File: src/verilog/flash_host_map.svh
// Purpose: named constants for the flash command host
// Assumes: 25 MHz clock, byte-wide flash with 17 address lines
// Notes: codes and bus timing counts
`ifndef FLASH_HOST_MAP_SVH
`define FLASH_HOST_MAP_SVH
`define CMD_READ_ARRAY 8'h00
`define CMD_IDENTIFY 8'h90
`define CMD_ERASE 8'h20
`define CMD_ERASE_CHECK 8'hA0
`define CMD_PROGRAM 8'h40
`define CMD_PROGRAM_CHECK 8'hC0
`define CMD_RESET 8'hFF
`define SIG_MAKER_LOC 17'h00000
`define SIG_PART_LOC 17'h00001
`define STROBE_NS 80
`define CLK_NS 40
`define STROBE_CYC ((`STROBE_NS + `CLK_NS - 1) / `CLK_NS)
`define CNT_W 4
`endif

File: src/verilog/flash_host_pkg.sv
// Purpose: types for the flash command host
// Assumes: nothing
// Notes: operation codes of the user port
package flash_host_pkg;
  typedef enum logic [2:0] {
    op_read, op_identify, op_erase, op_erase_check, op_program, op_program_check, op_reset
  } op_t;
  typedef enum logic [2:0] {
    st_idle, st_setup, st_wr_low, st_wr_high, st_rd_low, st_gap
  } state_t;
endpackage

File: src/verilog/flash_pin_if.sv
// Purpose: carries flash pin drive between host modules
// Assumes: one clock
// Notes: output enable low means driving
`timescale 1ns/1ns
`default_nettype none
interface flash_pin_if;
  logic select_n;
  logic gate_n;
  logic strobe_n;
  logic [16:0] addr;
  logic [7:0] dq_out;
  logic dq_oe_n;
  modport drv (output select_n, gate_n, strobe_n, addr, dq_out, dq_oe_n);
  modport top (input select_n, gate_n, strobe_n, addr, dq_out, dq_oe_n);
endinterface
`default_nettype wire

File: src/verilog/flash_pin_driver.sv
// Purpose: registers the flash pins for one bus phase
// Assumes: phase chosen by the sequencer
// Notes: all pin drive comes from flip-flops
`timescale 1ns/1ns
`default_nettype none
module flash_pin_driver
  import flash_host_pkg::*;
(
  input wire logic i_clk,
  input wire logic i_reset,
  input wire logic i_sel,
  input wire logic i_wr,
  input wire logic i_rd,
  input wire logic i_drive,
  input wire logic [16:0] i_addr,
  input wire logic [7:0] i_data,
  flash_pin_if.drv pins
);
  logic select_n, gate_n, strobe_n, dq_oe_n;
  logic next_select_n, next_gate_n, next_strobe_n, next_dq_oe_n;
  logic [16:0] addr, next_addr;
  logic [7:0] dq_out, next_dq_out;
  always_comb begin
    next_select_n = ~i_sel;
    next_strobe_n = ~i_wr;
    next_gate_n = ~i_rd;
    next_dq_oe_n = ~i_drive;
    next_addr = i_addr;
    next_dq_out = i_data;
  end
  always_ff @(posedge i_clk) begin
    if (i_reset) begin
      select_n <= 1'b1;
      gate_n <= 1'b1;
      strobe_n <= 1'b1;
      dq_oe_n <= 1'b1;
      addr <= 17'h00000;
      dq_out <= 8'h00;
    end else begin
      select_n <= next_select_n;
      gate_n <= next_gate_n;
      strobe_n <= next_strobe_n;
      dq_oe_n <= next_dq_oe_n;
      addr <= next_addr;
      dq_out <= next_dq_out;
    end
  end
  assign pins.select_n = select_n;
  assign pins.gate_n = gate_n;
  assign pins.strobe_n = strobe_n;
  assign pins.addr = addr;
  assign pins.dq_out = dq_out;
  assign pins.dq_oe_n = dq_oe_n;
endmodule
`default_nettype wire

File: src/verilog/flash_command_host.sv
// Purpose: host sequencer driving a byte-wide flash through its pins
// Assumes: flash pins sampled synchronously to i_clk
// Notes: one user operation at a time, o_ready shows idle
`timescale 1ns/1ns
`default_nettype none
`include "flash_host_map.svh"
module flash_command_host
  import flash_host_pkg::*;
(
  input wire logic i_clk,
  input wire logic i_reset,
  input wire logic i_start,
  input wire op_t i_op,
  input wire logic [16:0] i_addr,
  input wire logic [7:0] i_data,
  input wire logic i_program_supply_high,
  input wire logic i_supply_ok,
  output logic o_ready,
  output logic o_done,
  output logic o_refused,
  output logic [7:0] o_rdata,
  output logic o_select_n,
  output logic o_gate_n,
  output logic o_strobe_n,
  output logic [16:0] o_addr,
  output logic [7:0] o_dq,
  output logic o_dq_oe_n,
  input wire logic [7:0] i_dq
);
  // ----------------------------------------
  // state
  // ----------------------------------------
  state_t state, next_state;
  logic [`CNT_W-1:0] cnt, next_cnt;
  logic second, next_second;
  logic want_read, next_want_read;
  logic [7:0] wcode, next_wcode;
  logic [16:0] waddr, next_waddr;
  logic [7:0] second_code, next_second_code;
  logic [16:0] second_addr, next_second_addr;
  logic [7:0] rdata, next_rdata;
  logic done, next_done, refused, next_refused;
  logic sel, wr, rd, drive;
  logic altering;
  flash_pin_if pins();
  flash_pin_driver u_drv (
    .i_clk(i_clk),
    .i_reset(i_reset),
    .i_sel(sel),
    .i_wr(wr),
    .i_rd(rd),
    .i_drive(drive),
    .i_addr(waddr),
    .i_data(wcode),
    .pins(pins)
  );
  assign altering = (i_op != op_read);
  // ----------------------------------------
  // sequencer
  // ----------------------------------------
  always_comb begin
    next_state = state;
    next_cnt = cnt;
    next_second = second;
    next_want_read = want_read;
    next_wcode = wcode;
    next_waddr = waddr;
    next_second_code = second_code;
    next_second_addr = second_addr;
    next_rdata = rdata;
    next_done = 1'b0;
    next_refused = 1'b0;
    sel = 1'b0;
    wr = 1'b0;
    rd = 1'b0;
    drive = 1'b0;
    unique case (state)
      st_idle: begin
        if (i_start) begin
          if (altering && (!i_program_supply_high || !i_supply_ok)) begin
            next_refused = 1'b1;
          end else if (i_op == op_read && !(i_program_supply_high && i_supply_ok)) begin
            next_waddr = i_addr;
            next_want_read = 1'b0;
            next_cnt = '0;
            next_state = st_rd_low;
          end else begin
            next_state = st_setup;
          end
        end
      end
      st_setup: begin
        next_second = 1'b0;
        next_want_read = 1'b0;
        next_second_code = i_data;
        next_second_addr = i_addr;
        next_waddr = 17'h00000;
        next_cnt = '0;
        next_state = st_wr_low;
        unique case (i_op)
          op_read: begin
            next_wcode = `CMD_READ_ARRAY;
            next_second_addr = i_addr;
            next_want_read = 1'b1;
          end
          op_identify: begin
            next_wcode = `CMD_IDENTIFY;
            next_waddr = i_addr[0] ? `SIG_PART_LOC : `SIG_MAKER_LOC;
            next_second_addr = next_waddr;
            next_want_read = 1'b1;
          end
          op_erase: begin
            next_wcode = `CMD_ERASE;
            next_second_code = `CMD_ERASE;
            next_second = 1'b1;
          end
          op_erase_check: begin
            next_wcode = `CMD_ERASE_CHECK;
            next_waddr = i_addr;
            next_second_addr = i_addr;
            next_want_read = 1'b1;
          end
          op_program: begin
            next_wcode = `CMD_PROGRAM;
            next_second = 1'b1;
          end
          // no new address, also ends timer idle
          op_program_check: begin
            next_wcode = `CMD_PROGRAM_CHECK;
            next_second_addr = 17'h00000;
            next_want_read = 1'b1;
          end
          op_reset: begin
            next_wcode = `CMD_RESET;
            next_second_code = `CMD_RESET;
            next_second = 1'b1;
          end
          default: begin
            next_refused = 1'b1;
            next_state = st_idle;
          end
        endcase
      end
      // strobe low only with select low
      st_wr_low: begin
        sel = 1'b1;
        // address settles a cycle before strobe falls
        wr = (cnt != '0);
        drive = 1'b1;
        next_cnt = cnt + 1'b1;
        if (cnt == `CNT_W'(`STROBE_CYC)) begin
          next_cnt = '0;
          next_state = st_wr_high;
        end
      end
      st_wr_high: begin
        sel = 1'b1;
        drive = 1'b1;
        if (second) begin
          next_second = 1'b0;
          next_wcode = second_code;
          next_waddr = second_addr;
          next_state = st_wr_low;
        end else if (want_read) begin
          next_waddr = second_addr;
          next_state = st_rd_low;
        end else begin
          next_state = st_gap;
        end
      end
      // read with select and gate low
      st_rd_low: begin
        sel = 1'b1;
        rd = 1'b1;
        next_cnt = cnt + 1'b1;
        if (cnt == `CNT_W'(`STROBE_CYC)) begin
          next_rdata = i_dq;
          next_cnt = '0;
          next_state = st_gap;
        end
      end
      st_gap: begin
        next_done = 1'b1;
        next_state = st_idle;
      end
      default: next_state = st_idle;
    endcase
  end
  always_ff @(posedge i_clk) begin
    if (i_reset) begin
      state <= st_idle;
      cnt <= '0;
      second <= 1'b0;
      want_read <= 1'b0;
      wcode <= `CMD_READ_ARRAY;
      waddr <= 17'h00000;
      second_code <= 8'h00;
      second_addr <= 17'h00000;
      rdata <= 8'h00;
      done <= 1'b0;
      refused <= 1'b0;
    end else begin
      state <= next_state;
      cnt <= next_cnt;
      second <= next_second;
      want_read <= next_want_read;
      wcode <= next_wcode;
      waddr <= next_waddr;
      second_code <= next_second_code;
      second_addr <= next_second_addr;
      rdata <= next_rdata;
      done <= next_done;
      refused <= next_refused;
    end
  end
  // ----------------------------------------
  // outputs
  // ----------------------------------------
  assign o_ready = (state == st_idle);
  assign o_done = done;
  assign o_refused = refused;
  assign o_rdata = rdata;
  assign o_select_n = pins.select_n;
  assign o_gate_n = pins.gate_n;
  assign o_strobe_n = pins.strobe_n;
  assign o_addr = pins.addr;
  assign o_dq = pins.dq_out;
  assign o_dq_oe_n = pins.dq_oe_n;
endmodule
`default_nettype wire

File: config.mk
export PLATFORM = sky130hd
export DESIGN_NAME = flash_command_host
export DESIGN_NICKNAME = d
export VERILOG_FILES = /design/src/verilog/flash_host_pkg.sv /design/src/verilog/flash_pin_if.sv /design/src/verilog/flash_pin_driver.sv /design/src/verilog/flash_command_host.sv
export VERILOG_INCLUDE_DIRS = /design/src /design/src/verilog
export SDC_FILE = /design/constraint.sdc
export NUM_CORES = 1
export LEC_CHECK = 0
export BUFFER_PORTS_ARGS = -buffer_cell sky130_fd_sc_hd__buf_4
export CAP_MARGIN = 20
export CORE_ASPECT_RATIO = 0.9
export CORE_MARGIN = 10
export CORE_UTILIZATION = 28
export CTS_CLUSTER_SIZE = 40
export DETAILED_ROUTE_END_ITERATION = 6
export PLACE_DENSITY = 0.51
export SLEW_MARGIN = 20
export SYNTH_ARGS = -nofsm -noshare
export SYNTH_HDL_FRONTEND = slang
export SYNTH_SLANG_ARGS = --single-unit
export TNS_END_PERCENT = 20
File: constraint.sdc
create_clock -name i_clk -period 3.4 [get_ports i_clk]
set_input_delay 0.17 -clock i_clk [delete_from_list [all_inputs] [get_ports i_clk]]
set_output_delay 0.17 -clock i_clk [all_outputs]
set_load 0.02 [all_outputs]
==> Word level (Yosys, flattened, before mapping) <==
Index checks and enable logic that the tools add are counted.
{ "classes": {"mux": 43, "n_eq_ne": 20, "bitwise_logic": 4, "reduce_logical": 27, "n_addsub": 1} }
{ "op_table": {"columns": ["op", "n"], "rows": [
  ["$mux W17", 5],
  ["$pmux W17 S2", 2],
  ["$pmux W8 S7", 1],
  ["$pmux W17 S3", 1],
  ["$pmux W8 S2", 2],
  ["$mux W3", 6],
  ["$mux W4", 4],
  ["$eq A3 B3 Y1 const B", 5],
  ["$mux W1", 15],
  ["$pmux W3 S5", 1],
  ["$eq A3 B2 Y1 const B", 4],
  ["$pmux W4 S3", 1],
  ["$reduce_and A4 Y1", 3],
  ["$ne A2 B2 Y1 const B", 5],
  ["$reduce_bool A3 Y1", 3],
  ["$mux W8", 1],
  ["$ne A8 B8 Y1 const B", 1],
  ["$reduce_or A7 Y1", 1],
  ["$eq A3 B1 Y1 const B", 2],
  ["$logic_not A3 Y1", 2],
  ["$pmux W1 S2", 3],
  ["$reduce_or A3 Y1", 2],
  ["$reduce_and A5 Y1", 1],
  ["$add A4 B1 Y4 const B", 1],
  ["other kinds (14)", 23]
]} }
{ "totals": {"in_bits": 41, "ff_bits": 98, "output_inout_bits": 40} }

==> Depth between registers and ports, before layout <==
Gate-level depths: netlist of run 1.
{ "logic_depth": {"word_depth": 7, "mapped_depth": 7, "depth_no_buf": 4} }

==> Modules after synthesis <==
Synthesis of run 1 repeated with hierarchy kept, for this count alone.
{ "unflattened": {"cells_unflattened": 431, "area_unflattened_um2": 4046.4} }
{ "modules_own_cells": {"columns": ["mod", "n_inst", "area_each_um2", "seq_area_each_um2", "cells_per_inst"], "rows": [
  ["flash_command_host", 1, 3184.3, 1381.3, 370],
  ["flash_pin_driver", 1, 862.1, 580.6, 61]
]} }

==> Worst setup path before layout of run 1 <==
No wires, ideal clock.
{ "synth_timing": {"path_kind": "reg2reg", "startpoint": "reg state[2]", "endpoint": "reg cnt[3]", "t_arrival_ns": 1.522, "path_buffers": 1, "setup_ns": 0.095, "path_stages_with_launch": 6, "setup_slack_ns": 1.783, "period_less_slack_ns": 1.617, "cell_sequence": "dfxtp_1 > buf_4 > nor3_2 > a21boi_0 > nor2_1 > a221oi_1"} }
{ "synth_lines": {"columns": ["element", "line", "rtl"], "rows": [
  ["start, declared", "flash_command_host.sv:33", "state_t state, next_state;"],
  ["start signal, assigned", "flash_command_host.sv:191", "state <= st_idle;"],
  ["start signal, assigned", "flash_command_host.sv:203", "state <= next_state;"],
  ["$logic_not A3 Y1 *", null, null],
  ["net o_ready", "flash_command_host.sv:18", "output logic o_ready,"],
  ["$ne A2 B1 Y1 (no source line), or another cell as far along", null, null],
  ["$reduce_and A4 Y1 (no source line)", null, null],
  ["end signal, assigned", "flash_command_host.sv:204", "cnt <= next_cnt;"],
  ["end, declared", "flash_command_host.sv:34", "logic [`CNT_W-1:0] cnt, next_cnt;"]
]} }
Mark *: on every way through the listed nets, which the timed path passes. The rest lies on a longest branch.
A chain may end at the register's enable or synchronous reset.

==> Worst setup path after layout of run 1 <==
{ "layout_timing": {"startpoint": "reg state[1]", "endpoint": "reg waddr[13]"} }
{ "layout_via": {"elab_chain_len": 3} }
{ "layout_lines": {"columns": ["element", "line", "rtl"], "rows": [
  ["$eq A3 B2 Y1, or another cell as far along", "flash_command_host.sv:77", "unique case (state)"],
  ["$ne A3 B3 Y1 (no source line), or another cell as far along", null, null],
  ["$reduce_and A5 Y1 (no source line)", null, null],
  ["end signal, assigned", "flash_command_host.sv:208", "waddr <= next_waddr;"],
  ["end, declared", "flash_command_host.sv:38", "logic [16:0] waddr, next_waddr;"]
]} }
Several ways; a longest one is shown, not always the timed one.

==> metrics.md, run 1 <==
| Metric | Value |
|---|---|
| Flop2flop setup slack | `0.98 ns` |
| Total Wirelength | `10.34 mm` |
| Slowest cell delay on critical path | `between 0.8 and 0.9 ns` |
| Placed insts | `674` |
| Endpoints failing hold | `0` |
| Synthesis-to-layout area growth | `25.14%` |
| Core Util, Final | `35.71%` |
| CTS H-tree lvls | `3` |
| Starting Density | `28.54%` |
| MaxCap Viol Count | `0` |
| Root buf cell | `clkbuf_16` |
| Most frequent cells in the layout | `98 x dfxtp_1, 83 x buf_4, 52 x a21oi_1` |
| Synth Register Bits | `just under 100` |
| Final Net Count | `533` |
| Data arrival, critical path | `2.65 ns` |
| Post-synth top area share | `~49%` |
| Final Slew Violations | `0` |
| I/O Buffers | `80` |
| Crit Path Max Fanout | `22` |
| Yosys warns | `0` |
| Clk buf depth | `2` |
| Hold Path End | `o_rdata[4]$_SDFFE_PP0P_` |
| Filler cells | `around 1400` |
| Residual DRC count | `0` |
| IO Pins | `81` |
| Unrepaired setup endpoints after global routing | `no` |
| Sequential area share after synthesis | `a little under 50%` |
| Worst Hold Class | `in2reg` |
| Worst setup SP type | `flop` |
| Slew headroom | `32.85%` |
| Via count | `between 3000 and 4000` |
| Largest net degree at the start of global routing | `99` |
| CTS buffer count | `9` |
| Crit path kind | `reg2reg` |
| Crit path required time | `3.63 ns` |
| Drt wl/cell | `14.99 um` |
| Die height | `133.3 um` |
| # setup viols final | `0` |
| Max rail drop VDD | `0.3149 mV` |
| Cells on worst reg2reg path | `4` |
| Die area | `0.01946 mm^2` |
| Pwr Density | `652.6 mW/mm^2` |
| Worst slew pin tran | `1.007 ns` |
| WHS Path Cells | `3` |
| Gp weighted congestion | `roughly 0.76` |
| Post-Synthesis Cells | `about 440` |
| Clock transition at path regs | `0.06 ns` |
| FFs w/ async S/R, synth | `0%` |
| Final Critical Period | `2.422 ns` |
| Crit-path slowest cell | `dfxtp_1` |
| Remaining Overflow, GRT | `0` |
| Starting DRC count in detailed routing | `around 150` |
| Global-route wire length before repair | `around 17 mm` |
| CTS Sinks | `98` |
| Hold_sp | `i_dq[4]` |
| Fin Setup TNS | `0 ns` |
| Rows | `41` |
| Vias in the first global route | `3243` |
| Capturing point of the worst reg2reg path | `waddr[13]$_SDFFE_PP0P_` |
| Routed Antenna Nets | `0` |
| Total track usage | `between 10% and 20%` |
| Yosys top cell by area | `dfxtp_1` |
| Top FF cell, synth | `dfxtp_1` |
| Share of layout cells above drive strength 1 | `24.95%` |
| Clock latency on the worst-skew pair | `0.35 ns` |
| Post_cts resized | `0` |
| Post-CTS setup repair buffer count | `0` |
| Post-DP HPWL | `6.929 mm` |
| DRT Pass-1 Iters | `4` |
| DR vias/cell | `4.657` |
| Synth Cell Area | `0.003996 mm^2` |
| Commonest non-fill, non-tap cell in the layout | `dfxtp_1` |
| CTS tree | `built` |
| Die Width | `145.9 um` |
| Avg Cell Area, Syn | `9.187 um^2` |
| Status | `finished, final reports clean` |
| Non-Filler Instances | `690` |
| Crit path cell chain | `nand2b_1, o21ai_0, a21o_1, mux2_4` |
| Antenna violations before repair | `0` |
| # diodes | `0` |
| Syn Nets | `476` |
| Top post-synthesis cells by area | `dfxtp_1 49%, a21oi_1 6.5%, nand3_1 4.6%` |
| Final period util | `71.22%` |
| Crit end category | `flop` |
| Post-route clock skew | `0.007326 ns` |
| Core area | `0.01400 mm^2` |
| Max Freq | `0.4129 GHz` |
| Worst flop-to-flop path startpoint | `state[1]$_SDFFE_PP0P_` |
| Crit path from | `state[1]$_SDFFE_PP0P_` |
| EDFF count, synth | `0` |
| P_leak | `1.992 nW` |
| Number of hold buffers added after CTS | `0` |
| Post-synthesis cell type count | `46` |
## cell type report
type	count	area, um^2	area share, %
timing repair buffer	83	623.1	12.46
clock inverter	5	52.55	1.051
sequential	98	1962	39.23
clock buffer	11	252.7	5.054
multi-input combinational	294	1847	36.93
tap	193	241.5	4.829
inverter	6	22.52	0.4503
## worst max-delay path: cells and delay by family (launching register included)
family          cells  cell delay (ns)
simple gates        1             0.19
mux                 1             0.35
flops               1             0.81
compound gates      2             0.95
## cell usage after synthesis (all sizes together), types with 4 or more instances
master and n:
a211oi 5, a21oi 53, a22oi 16, buf 19, clkbuf 18, dfxtp 98, inv 6, mux2 18
mux2i 8, nand2 27, nand2b 11, nand3 38, nor2 31, nor2b 28, nor3 16, nor3b 5
o211ai 4, o21ai 8
## cell families after synthesis
| family | Yosys count | share of synthesized area [%] |
|---|---|---|
| adders and majority gates | 1 | 0.2505 |
| DFF | 98 | 49.09 |
| buffers and inverters | 43 | 4.978 |
| AOI/OAI and AO/OA | 101 | 16.03 |
| xor gates and xnor gates | 2 | 0.4384 |
| and+or+nand+nor | 164 | 21.20 |
| muxes | 26 | 8.015 |
## sequential cells by signal (all words and copies together), names as in the netlist
name and count:
cnt 4, o_done 1, o_rdata 8, o_refused 1
second 1, second_addr 17, second_code 8, state 3
u_drv.pins.addr 17, u_drv.pins.dq_oe_n 1, u_drv.pins.dq_out 8, u_drv.pins.gate_n 1
u_drv.pins.select_n 1, u_drv.pins.strobe_n 1, waddr 17, want_read 1
wcode 8
## layer usage
metal	global-route usage (%)	up-vias	part of all wire, %
li1	-	1635	-
met1	12.75	1485	47
met2	16.72	87	45
met3	4.469	6	6.8
met4	2.694	0	0.70
met5	0	-	0
## metrics by stage
step	hold slack [ns]	area (um^2)	power, mW	worst slack [ns]
2_1_floorplan	0.2527	3996	2.021	1.783
3_3_place_gp	0.3998	4690	2.246	1.131
3_5_place_dp	0.4142	4696	2.264	0.9983
4_1_cts	0.03935	5001	3.312	0.9831
5_1_grt	0.03707	5001	3.457	0.7967
6_report	0.05427	5001	3.263	0.9784
## worst max path at each step
stage / cells after the start / to
after floorplan: 5 / cnt[3]$_SDFFE_PP0P_
after global placement: 4 / waddr[13]$_SDFFE_PP0P_
after detailed placement: 4 / waddr[11]$_SDFFE_PP0P_
after CTS: 4 / waddr[13]$_SDFFE_PP0P_
after global routing: 4 / waddr[14]$_SDFFE_PP0P_
final: 4 / waddr[13]$_SDFFE_PP0P_
## where the power goes
group	internal (mW)	total [mW]	switching (mW)	leakage [nW]
clock network	0.606	1.03	0.421	0.151
logic	0.351	0.813	0.462	1.04
registers	1.32	1.42	0.104	0.796
total	2.28	3.26	0.987	1.99
(Power assumes the default switching activity.)
==> run 2: changes to the inputs <==
--- a/config.mk
+++ b/config.mk
@@ -6,6 +6,7 @@
 export SDC_FILE = /design/constraint.sdc
 export NUM_CORES = 1
 export LEC_CHECK = 0
+export ABC_AREA = 1
 export BUFFER_PORTS_ARGS = -buffer_cell sky130_fd_sc_hd__buf_4
 export CAP_MARGIN = 20
 export CORE_ASPECT_RATIO = 0.9
@@ -13,7 +14,7 @@
 export CORE_UTILIZATION = 28
 export CTS_CLUSTER_SIZE = 40
 export DETAILED_ROUTE_END_ITERATION = 6
-export PLACE_DENSITY = 0.51
+export PLACE_DENSITY = 0.53
 export SLEW_MARGIN = 20
 export SYNTH_ARGS = -nofsm -noshare
 export SYNTH_HDL_FRONTEND = slang
==> constraint.sdc (replaced) <==
create_clock -name i_clk -period 2 [get_ports i_clk]
set_input_delay 0.1 -clock i_clk [delete_from_list [all_inputs] [get_ports i_clk]]
set_output_delay 0.1 -clock i_clk [all_outputs]
set_load 0.02 [all_outputs]
==> run 2 against run 1 <==
Against the previous run: sequential share of layout area fell by 1.3 points; setup slack got worse by 0.72 ns; utilization rose by 0.94 points; first-iteration DRC count rose to 2.5 times the previous value; flip-flop and latch count did not move; via count rose by 18%; highest routed layer unchanged; cell area rose by 3.4%; hold slack got worse by 0.038 ns; fmax rose by 39%; synthesized cell count rose by 33%; sequential power rose by 85%; critical endpoint is now waddr[9]$_SDFFE_PP0P_; power rose by 96%.
==> metrics.md, run 2 <==
| Metric | Value |
|---|---|
| Synthesis-to-layout area growth | `27.41% (was 25.14%)` |
| Post-place setup slack | `0.2951 ns (was 0.9983 ns)` |
| Total track usage | `11.26% (was 10.50%)` |
| Die area | `0.01971 mm^2 (was 0.01946 mm^2)` |
| Die Width | `146.9 um (was 145.9 um)` |
| Core area | `0.01411 mm^2 (was 0.01400 mm^2)` |
| Filler cells | `1489 (was 1434)` |
| Max rail drop VDD | `0.3894 mV (was 0.3149 mV)` |
| Status | `finished, final reports clean (unchanged)` |
| WHS Path Cells | `3 (unchanged)` |
| Sequential area share after synthesis | `48.35% (was 49.09%)` |
| Routed Antenna Nets | `0 (unchanged)` |
| Rows | `41 (unchanged)` |
| CTS buffer count | `9 (unchanged)` |
| Post-CTS setup repair buffer count | `0 (unchanged)` |
| Largest net degree at the start of global routing | `46 (was 99)` |
| Yosys top cell by area | `dfxtp_1 (unchanged)` |
| Final Critical Period | `1.738 ns (was 2.422 ns)` |
| Clock transition at path regs | `0.07 ns (was 0.06 ns)` |
| Global-route wire length before repair | `17.97 mm (was 16.66 mm)` |
| Most frequent cells in the layout | `156 x nand2_1, 99 x nor2_1, 98 x dfxtp_1 (was 98 x dfxtp_1, 83 x buf_4, 52 x a21oi_1)` |
| Post-route clock skew | `0.008088 ns (was 0.007326 ns)` |
| Worst Hold Class | `in2reg (unchanged)` |
| Die height | `134.2 um (was 133.3 um)` |
| Clk buf depth | `2 (unchanged)` |
| Count leader, synth | `nand2_1 (was dfxtp_1)` |
| Total Wirelength | `11.34 mm (was 10.34 mm)` |
| Antenna violations before repair | `0 (unchanged)` |
| Final Slew Violations | `0 (unchanged)` |
| Crit path kind | `reg2reg (unchanged)` |
| Post-synth top area share | `48.35% (was 49.09%)` |
| Drt wl/cell | `13.27 um (was 14.99 um)` |
| EDFF count, synth | `0 (unchanged)` |
| Share of layout cells above drive strength 1 | `18.13% (was 24.95%)` |
| Starting Density | `28.76% (was 28.54%)` |
| Crit path required time | `2.23 ns (was 3.63 ns)` |
| Crit Path Max Fanout | `34 (was 22)` |
| Residual DRC count | `0 (unchanged)` |
| Crit end category | `flop (unchanged)` |
| Starting DRC count in detailed routing | `373 (was 147)` |
| I/O Buffers | `80 (unchanged)` |
| Top post-synthesis cells by area | `dfxtp_1 48%, nand2_1 14%, nor2_1 9.3% (was dfxtp_1 49%, a21oi_1 6.5%, nand3_1 4.6%)` |
| Final Net Count | `699 (was 533)` |
| Avg Cell Area, Syn | `7.020 um^2 (was 9.187 um^2)` |
| Root buf cell | `clkbuf_16 (unchanged)` |
| CTS Sinks | `98 (unchanged)` |
| Unrepaired setup endpoints after global routing | `no (unchanged)` |
| FFs w/ async S/R, synth | `0% (unchanged)` |
| Via count | `3798 (was 3213)` |
| Top flop regs | `second_addr: 17 flops, u_drv.pins.addr: 17 flops, waddr: 17 flops (unchanged)` |
| DR vias/cell | `4.442 (was 4.657)` |
| Slew headroom | `59.45% (was 32.85%)` |
| # setup viols final | `0 (unchanged)` |
| Vias in the first global route | `3532 (was 3243)` |
| Endpoints failing hold | `0 (unchanged)` |
| # diodes | `0 (unchanged)` |
| Final worst slack | `0.2623 ns (was 0.9784 ns)` |
| Fin Setup TNS | `0 ns (unchanged)` |
| Data arrival, critical path | `1.97 ns (was 2.65 ns)` |
| CTS tree | `built (unchanged)` |
| CTS H-tree lvls | `3 (unchanged)` |
| Commonest cells in the netlist | `156 x nand2_1, 100 x nor2_1, 98 x dfxtp_1 (was 98 x dfxtp_1, 52 x a21oi_1, 37 x nand3_1)` |
| Gp weighted congestion | `0.9232 (was 0.7584)` |
| Pwr Density | `1239 mW/mm^2 (was 652.6 mW/mm^2)` |
| MaxCap Viol Count | `0 (unchanged)` |
| Worst setup SP type | `flop (unchanged)` |
| Clock latency on the worst-skew pair | `0.34 ns (was 0.35 ns)` |
| Post-DP HPWL | `8.164 mm (was 6.929 mm)` |
| Top FF cell, synth | `dfxtp_1 (unchanged)` |
| Yosys warns | `0 (unchanged)` |
| IO Pins | `81 (unchanged)` |
| Remaining Overflow, GRT | `0 (unchanged)` |
| Post-Synthesis Cells | `578 (was 435)` |
| Worst slew pin tran | `0.6068 ns (was 1.007 ns)` |
| Cells on worst reg2reg path | `9 (was 4)` |
| Post-synthesis cell type count | `28 (was 46)` |
| DRT Pass-1 Iters | `5 (was 4)` |
| Max Freq | `0.5755 GHz (was 0.4129 GHz)` |
| Synth Register Bits | `98 (unchanged)` |
| P_leak | `2.347 nW (was 1.992 nW)` |
| Final period util | `86.88% (was 71.22%)` |
| Synth Cell Area | `0.004058 mm^2 (was 0.003996 mm^2)` |
| Commonest non-fill, non-tap cell in the layout | `nand2_1 (was dfxtp_1)` |
| Syn Nets | `619 (was 476)` |
[run 2: changes by cell type after synthesis, moves of 14 or more]
cell     before  now
a22oi_1      16    0
inv_1         6   42
nand2_1      27  156
nand3_1      37   60
nor2_1       31  100
nor2b_1      28    0
nor3_1       15    1
o21ai_0       8   29
[run 2: layout make-up]
| type | count | area [um^2] | area share, % |
|---|---|---|---|
| Sequential cell | 98 | 1962 | 37.95 |
| Timing Repair Buffer | 97 | 760.7 | 14.71 |
| Clock inverter | 5 | 32.53 | 0.6292 |
| Inverter | 45 | 168.9 | 3.267 |
| Tap cell | 193 | 241.5 | 4.671 |
| Multi-Input combinational cell | 407 | 1775 | 34.34 |
| Clock buffer | 10 | 229.0 | 4.429 |
[run 2: timing repair]
| action | 4_1_cts | 5_1_grt |
|---|---|---|
| gates resized for setup | 0 | 0 |
| hold buffers | 8 | 0 |
| endpoints found under the hold margin | 8 | 0 |
[run 2: through the flow]
step / hold WS (ns) / instances / utilization [%] / power, mW / cell area (um^2)
after global placement: 0.3221 / 832 / 34.23 / 4.836 / 4828
after global routing: 0.008860 / 855 / 36.65 / 6.892 / 5170
after detailed placement: 0.3332 / 832 / 34.23 / 4.882 / 4828
after CTS: 0.007391 / 855 / 36.65 / 6.472 / 5170
final: 0.01631 / 855 / 36.65 / 6.408 / 5170
after floorplan: 0.2349 / 578 / - / 4.296 / 4058
[run 2: worst paths after layout]
path / startpoint / slack [ns] / endpoint
max: state[0]$_SDFFE_PP0P_ / 0.26 / waddr[9]$_SDFFE_PP0P_
min: i_data[2] / 0.02 / second_code[2]$_SDFFE_PP0P_
max reg2reg: state[0]$_SDFFE_PP0P_ / 0.26 / waddr[9]$_SDFFE_PP0P_
min reg2reg: wcode[7]$_SDFFE_PP0P_ / 0.42 / u_drv.pins.dq_out[7]$_SDFF_PP0_
[run 2: report_power, final]
group	switching (mW)	total, mW	internal [mW]
Sequential	0.211	2.62	2.41
Clock	0.712	1.54	0.831
Combinational	1.47	2.25	0.779
Total	2.39	6.41	4.02
[run 2: worst max-delay path: stages, from the launching register on]
cell and delay [ns]:
dfxtp_1 0.48, nand2_2 0.11, nor2_4 0.22, inv_2 0.12, nor2_4 0.11, nor2_2 0.05, nand2_4 0.27, nand2_1 0.11
nand2_1 0.09, nor2_1 0.05
[run 2: logic make-up after synthesis]
kind of cell           after synthesis  share of synthesized area, %
XOR/XNOR                             1                        0.2159
AND/OR/NAND/NOR                    331                         34.01
buffers and inverters               73                         7.955
flip-flops                          98                         48.35
AO/OA/AOI/OAI                       75                         9.467
[run 2: layer usage]
layer / track usage [%] / wire (um) / vias to the layer above
li1: - / - / 1976
met1: 15.06 / 5516 / 1715
met2: 16.89 / 5006 / 92
met3: 2.656 / 613 / 15
met4: 4.895 / 208 / 0
met5: 0 / 0 / -
==> run 3: changes to the inputs <==
--- a/config.mk
+++ b/config.mk
@@ -6,7 +6,6 @@
 export SDC_FILE = /design/constraint.sdc
 export NUM_CORES = 1
 export LEC_CHECK = 0
-export ABC_AREA = 1
 export BUFFER_PORTS_ARGS = -buffer_cell sky130_fd_sc_hd__buf_4
 export CAP_MARGIN = 20
 export CORE_ASPECT_RATIO = 0.9
==> run 3 against run 2 <==
Against the previous run: critical path depth decreased by 4; largest power group unchanged; power decreased by 12%; clock skew decreased by 0.00080 ns; largest cell class unchanged.
==> metrics.md, run 3 (same netlist as run 1, synthesis figures left out) <==
| Metric | Value |
|---|---|
| Status | `finished, final reports clean (unchanged)` |
| Root buf cell | `clkbuf_16 (unchanged)` |
| Clock transition at path regs | `0.07 ns (about the same)` |
| Drt wl/cell | `15.05 um (was 13.27 um)` |
| Worst setup SP type | `flop (unchanged)` |
| Total track usage | `10.95% (was 11.26%)` |
| CTS buffer count | `9 (unchanged)` |
| Core Util, Final | `36.90% (was 36.65%)` |
| Core area | `0.01400 mm^2 (was 0.01411 mm^2)` |
| Post-CTS setup repair buffer count | `0 (unchanged)` |
| Via count | `3355 (was 3798)` |
| Die Width | `145.9 um (was 146.9 um)` |
| Crit-path slowest cell | `a21boi_0 (was dfxtp_1)` |
| CTS H-tree lvls | `3 (unchanged)` |
| Top flop regs | `second_addr: 17 flops, u_drv.pins.addr: 17 flops, waddr: 17 flops (unchanged)` |
| Post-place setup slack | `0.1124 ns (was 0.2951 ns)` |
| DR vias/cell | `4.725 (was 4.442)` |
| Routed Antenna Nets | `0 (unchanged)` |
| Final worst slack | `0.1724 ns (was 0.2623 ns)` |
| Crit end category | `flop (unchanged)` |
| Share of layout cells above drive strength 1 | `26.89% (was 18.13%)` |
| Clk buf depth | `2 (unchanged)` |
| Clock latency on the worst-skew pair | `0.35 ns (was 0.34 ns)` |
| Worst slew pin tran | `0.9817 ns (was 0.6068 ns)` |
| Slowest cell delay on critical path | `0.41 ns (was 0.48 ns)` |
| Grt met3 use | `4.299% (was 2.656%)` |
| Starting Density | `28.54% (was 28.76%)` |
| Dpl cell area | `0.004780 mm^2 (was 0.004828 mm^2)` |
| GR Util met2 | `17.40% (was 16.89%)` |
| Vias in the first global route | `3422 (was 3532)` |
| Remaining Overflow, GRT | `0 (unchanged)` |
| Unrepaired setup endpoints after global routing | `no (unchanged)` |
| Slew headroom | `34.55% (was 59.45%)` |
| Design Power | `5.625 mW (was 6.408 mW)` |
| Post-DP HPWL | `7.314 mm (was 8.164 mm)` |
| CTS tree | `built (unchanged)` |
| DRT Pass-1 Iters | `4 (was 5)` |
| Final Critical Period | `1.828 ns (was 1.738 ns)` |
| Grt met1 use | `13.20% (was 15.06%)` |
| Die height | `133.3 um (was 134.2 um)` |
| Largest net degree at the start of global routing | `99 (was 46)` |
| Global-route wire length before repair | `17.46 mm (was 17.97 mm)` |
| P_leak | `2.083 nW (was 2.347 nW)` |
| Rows | `41 (unchanged)` |
| CTS Sinks | `98 (unchanged)` |
| Total Wirelength | `10.69 mm (was 11.34 mm)` |
| Finished Cell Area | `0.005167 mm^2 (was 0.005170 mm^2)` |
| Max Freq | `0.5472 GHz (was 0.5755 GHz)` |
| Max rail drop VDD | `0.4813 mV (was 0.3894 mV)` |
| # setup viols final | `0 (unchanged)` |
| Residual DRC count | `0 (unchanged)` |
| Commonest non-fill, non-tap cell in the layout | `dfxtp_1 (was nand2_1)` |
| Worst path buffer plus inverter count | `1 (unchanged)` |
| Endpoints failing hold | `0 (unchanged)` |
| Crit path required time | `2.26 ns (was 2.23 ns)` |
| Gp weighted congestion | `0.7824 (was 0.9232)` |
| I/O Buffers | `80 (unchanged)` |
| Crit path kind | `reg2reg (unchanged)` |
| IO Pins | `81 (unchanged)` |
| MaxCap Viol Count | `0 (unchanged)` |
| Antenna violations before repair | `0 (unchanged)` |
| Crit Path Max Fanout | `16 (was 34)` |
| Die area | `0.01946 mm^2 (was 0.01971 mm^2)` |
| Starting DRC count in detailed routing | `225 (was 373)` |
| Post-route clock skew | `0.007285 ns (was 0.008088 ns)` |
| Crit path cell chain | `buf_4, nor3_2, a21boi_0, nor2_1, a221oi_1 (was nand2_2, nor2_4, inv_2, nor2_4, nor2_2, nand2_4, nand2_1, nand2_1, nor2_1)` |
| Synthesis-to-layout area growth | `29.31% (was 27.41%)` |
| # diodes | `0 (unchanged)` |
| Most frequent cells in the layout | `97 x dfxtp_1, 95 x buf_4, 52 x a21oi_1 (was 156 x nand2_1, 99 x nor2_1, 98 x dfxtp_1)` |
| Final Slew Violations | `0 (unchanged)` |
| Data arrival, critical path | `2.08 ns (was 1.97 ns)` |
| GRT Max-Usage Layer | `met2 (unchanged)` |
| Final Net Count | `553 (was 699)` |
| Final period util | `91.38% (was 86.88%)` |
| Worst Hold Class | `in2reg (unchanged)` |
| CP top delay family | `compound AO/OA/AOI/OAI gates (was simple AND/OR/NAND/NOR gates)` |
| Pwr Density | `1089 mW/mm^2 (was 1239 mW/mm^2)` |
| Fin Setup TNS | `0 ns (unchanged)` |
run 3: changes by cell type in the layout (fill, tap and decap cells not counted), moves of 11 or more:
| cell | change |
|---|---|
| nor2_1 | -68 |
| nand2_1 | -129 |
| a21oi_1 | +11 |
| inv_1 | -36 |
| nor2b_1 | +28 |
| nand2b_1 | +11 |
| a22oi_1 | +16 |
| nand3_1 | -23 |
| nor3_1 | +14 |
| o21ai_0 | -21 |
run 3: what timing repair did:
item | in CTS | in global routing
hold buffers | 8 | 0
endpoints found under the setup margin | 0 | 19
resized for setup | 0 | 3
hold endpoints to repair | 8 | 0
run 3: power breakdown:
part	internal, mW	switching [mW]	leakage (nW)	total (mW)
registers	2.24	0.147	0.796	2.39
clock network	0.882	0.849	0.146	1.73
logic	0.677	0.828	1.14	1.51
run 3: per-stage QoR:
| step | cells | hold slack [ns] |
|---|---|---|
| 6_report | 710 | 0.02152 |
| 5_1_grt | 710 | 0.01875 |
| 4_1_cts | 710 | 0.009266 |
| 3_5_place_dp | 686 | 0.3424 |
| 3_3_place_gp | 686 | 0.3300 |
| 2_1_floorplan | 435 | 0.1827 |
run 3: final timing paths:
path	startpoint	end	slack (ns)	depth (start not counted)
setup / recovery	state[1]$_SDFFE_PP0P_	cnt[3]$_SDFFE_PP0P_	0.17	5
hold / removal	i_data[5]	second_code[5]$_SDFFE_PP0P_	0.02	3
setup reg to reg	state[1]$_SDFFE_PP0P_	cnt[3]$_SDFFE_PP0P_	0.17	5
hold reg to reg	second_addr[2]$_SDFFE_PP0P_	second_addr[2]$_SDFFE_PP0P_	0.45	2
run 3: layer usage:
metal / up-vias / routed length (um)
li1: 1676 / -
met1: 1571 / 5002
met2: 95 / 4878
met3: 13 / 646
met4: 0 / 160
met5: - / 0
run 3: worst register-to-register path, cell delays in order (launching register included):
cell,delay (ns)
dfxtp_1,0.39
buf_4,0.23
nor3_2,0.26
a21boi_0,0.41
nor2_1,0.15
a221oi_1,0.29
run 3: area by class of cell:
| cell class | count | area, um^2 |
|---|---|---|
| multi-input combinational | 294 | 1853 |
| inverter | 6 | 22.52 |
| clock inverter | 7 | 68.82 |
| clock buffer | 9 | 225.2 |
| sequential | 98 | 1963 |
| tap | 193 | 241.5 |
| timing repair buffer | 103 | 793.3 |
| fill | 1429 | 8837 |
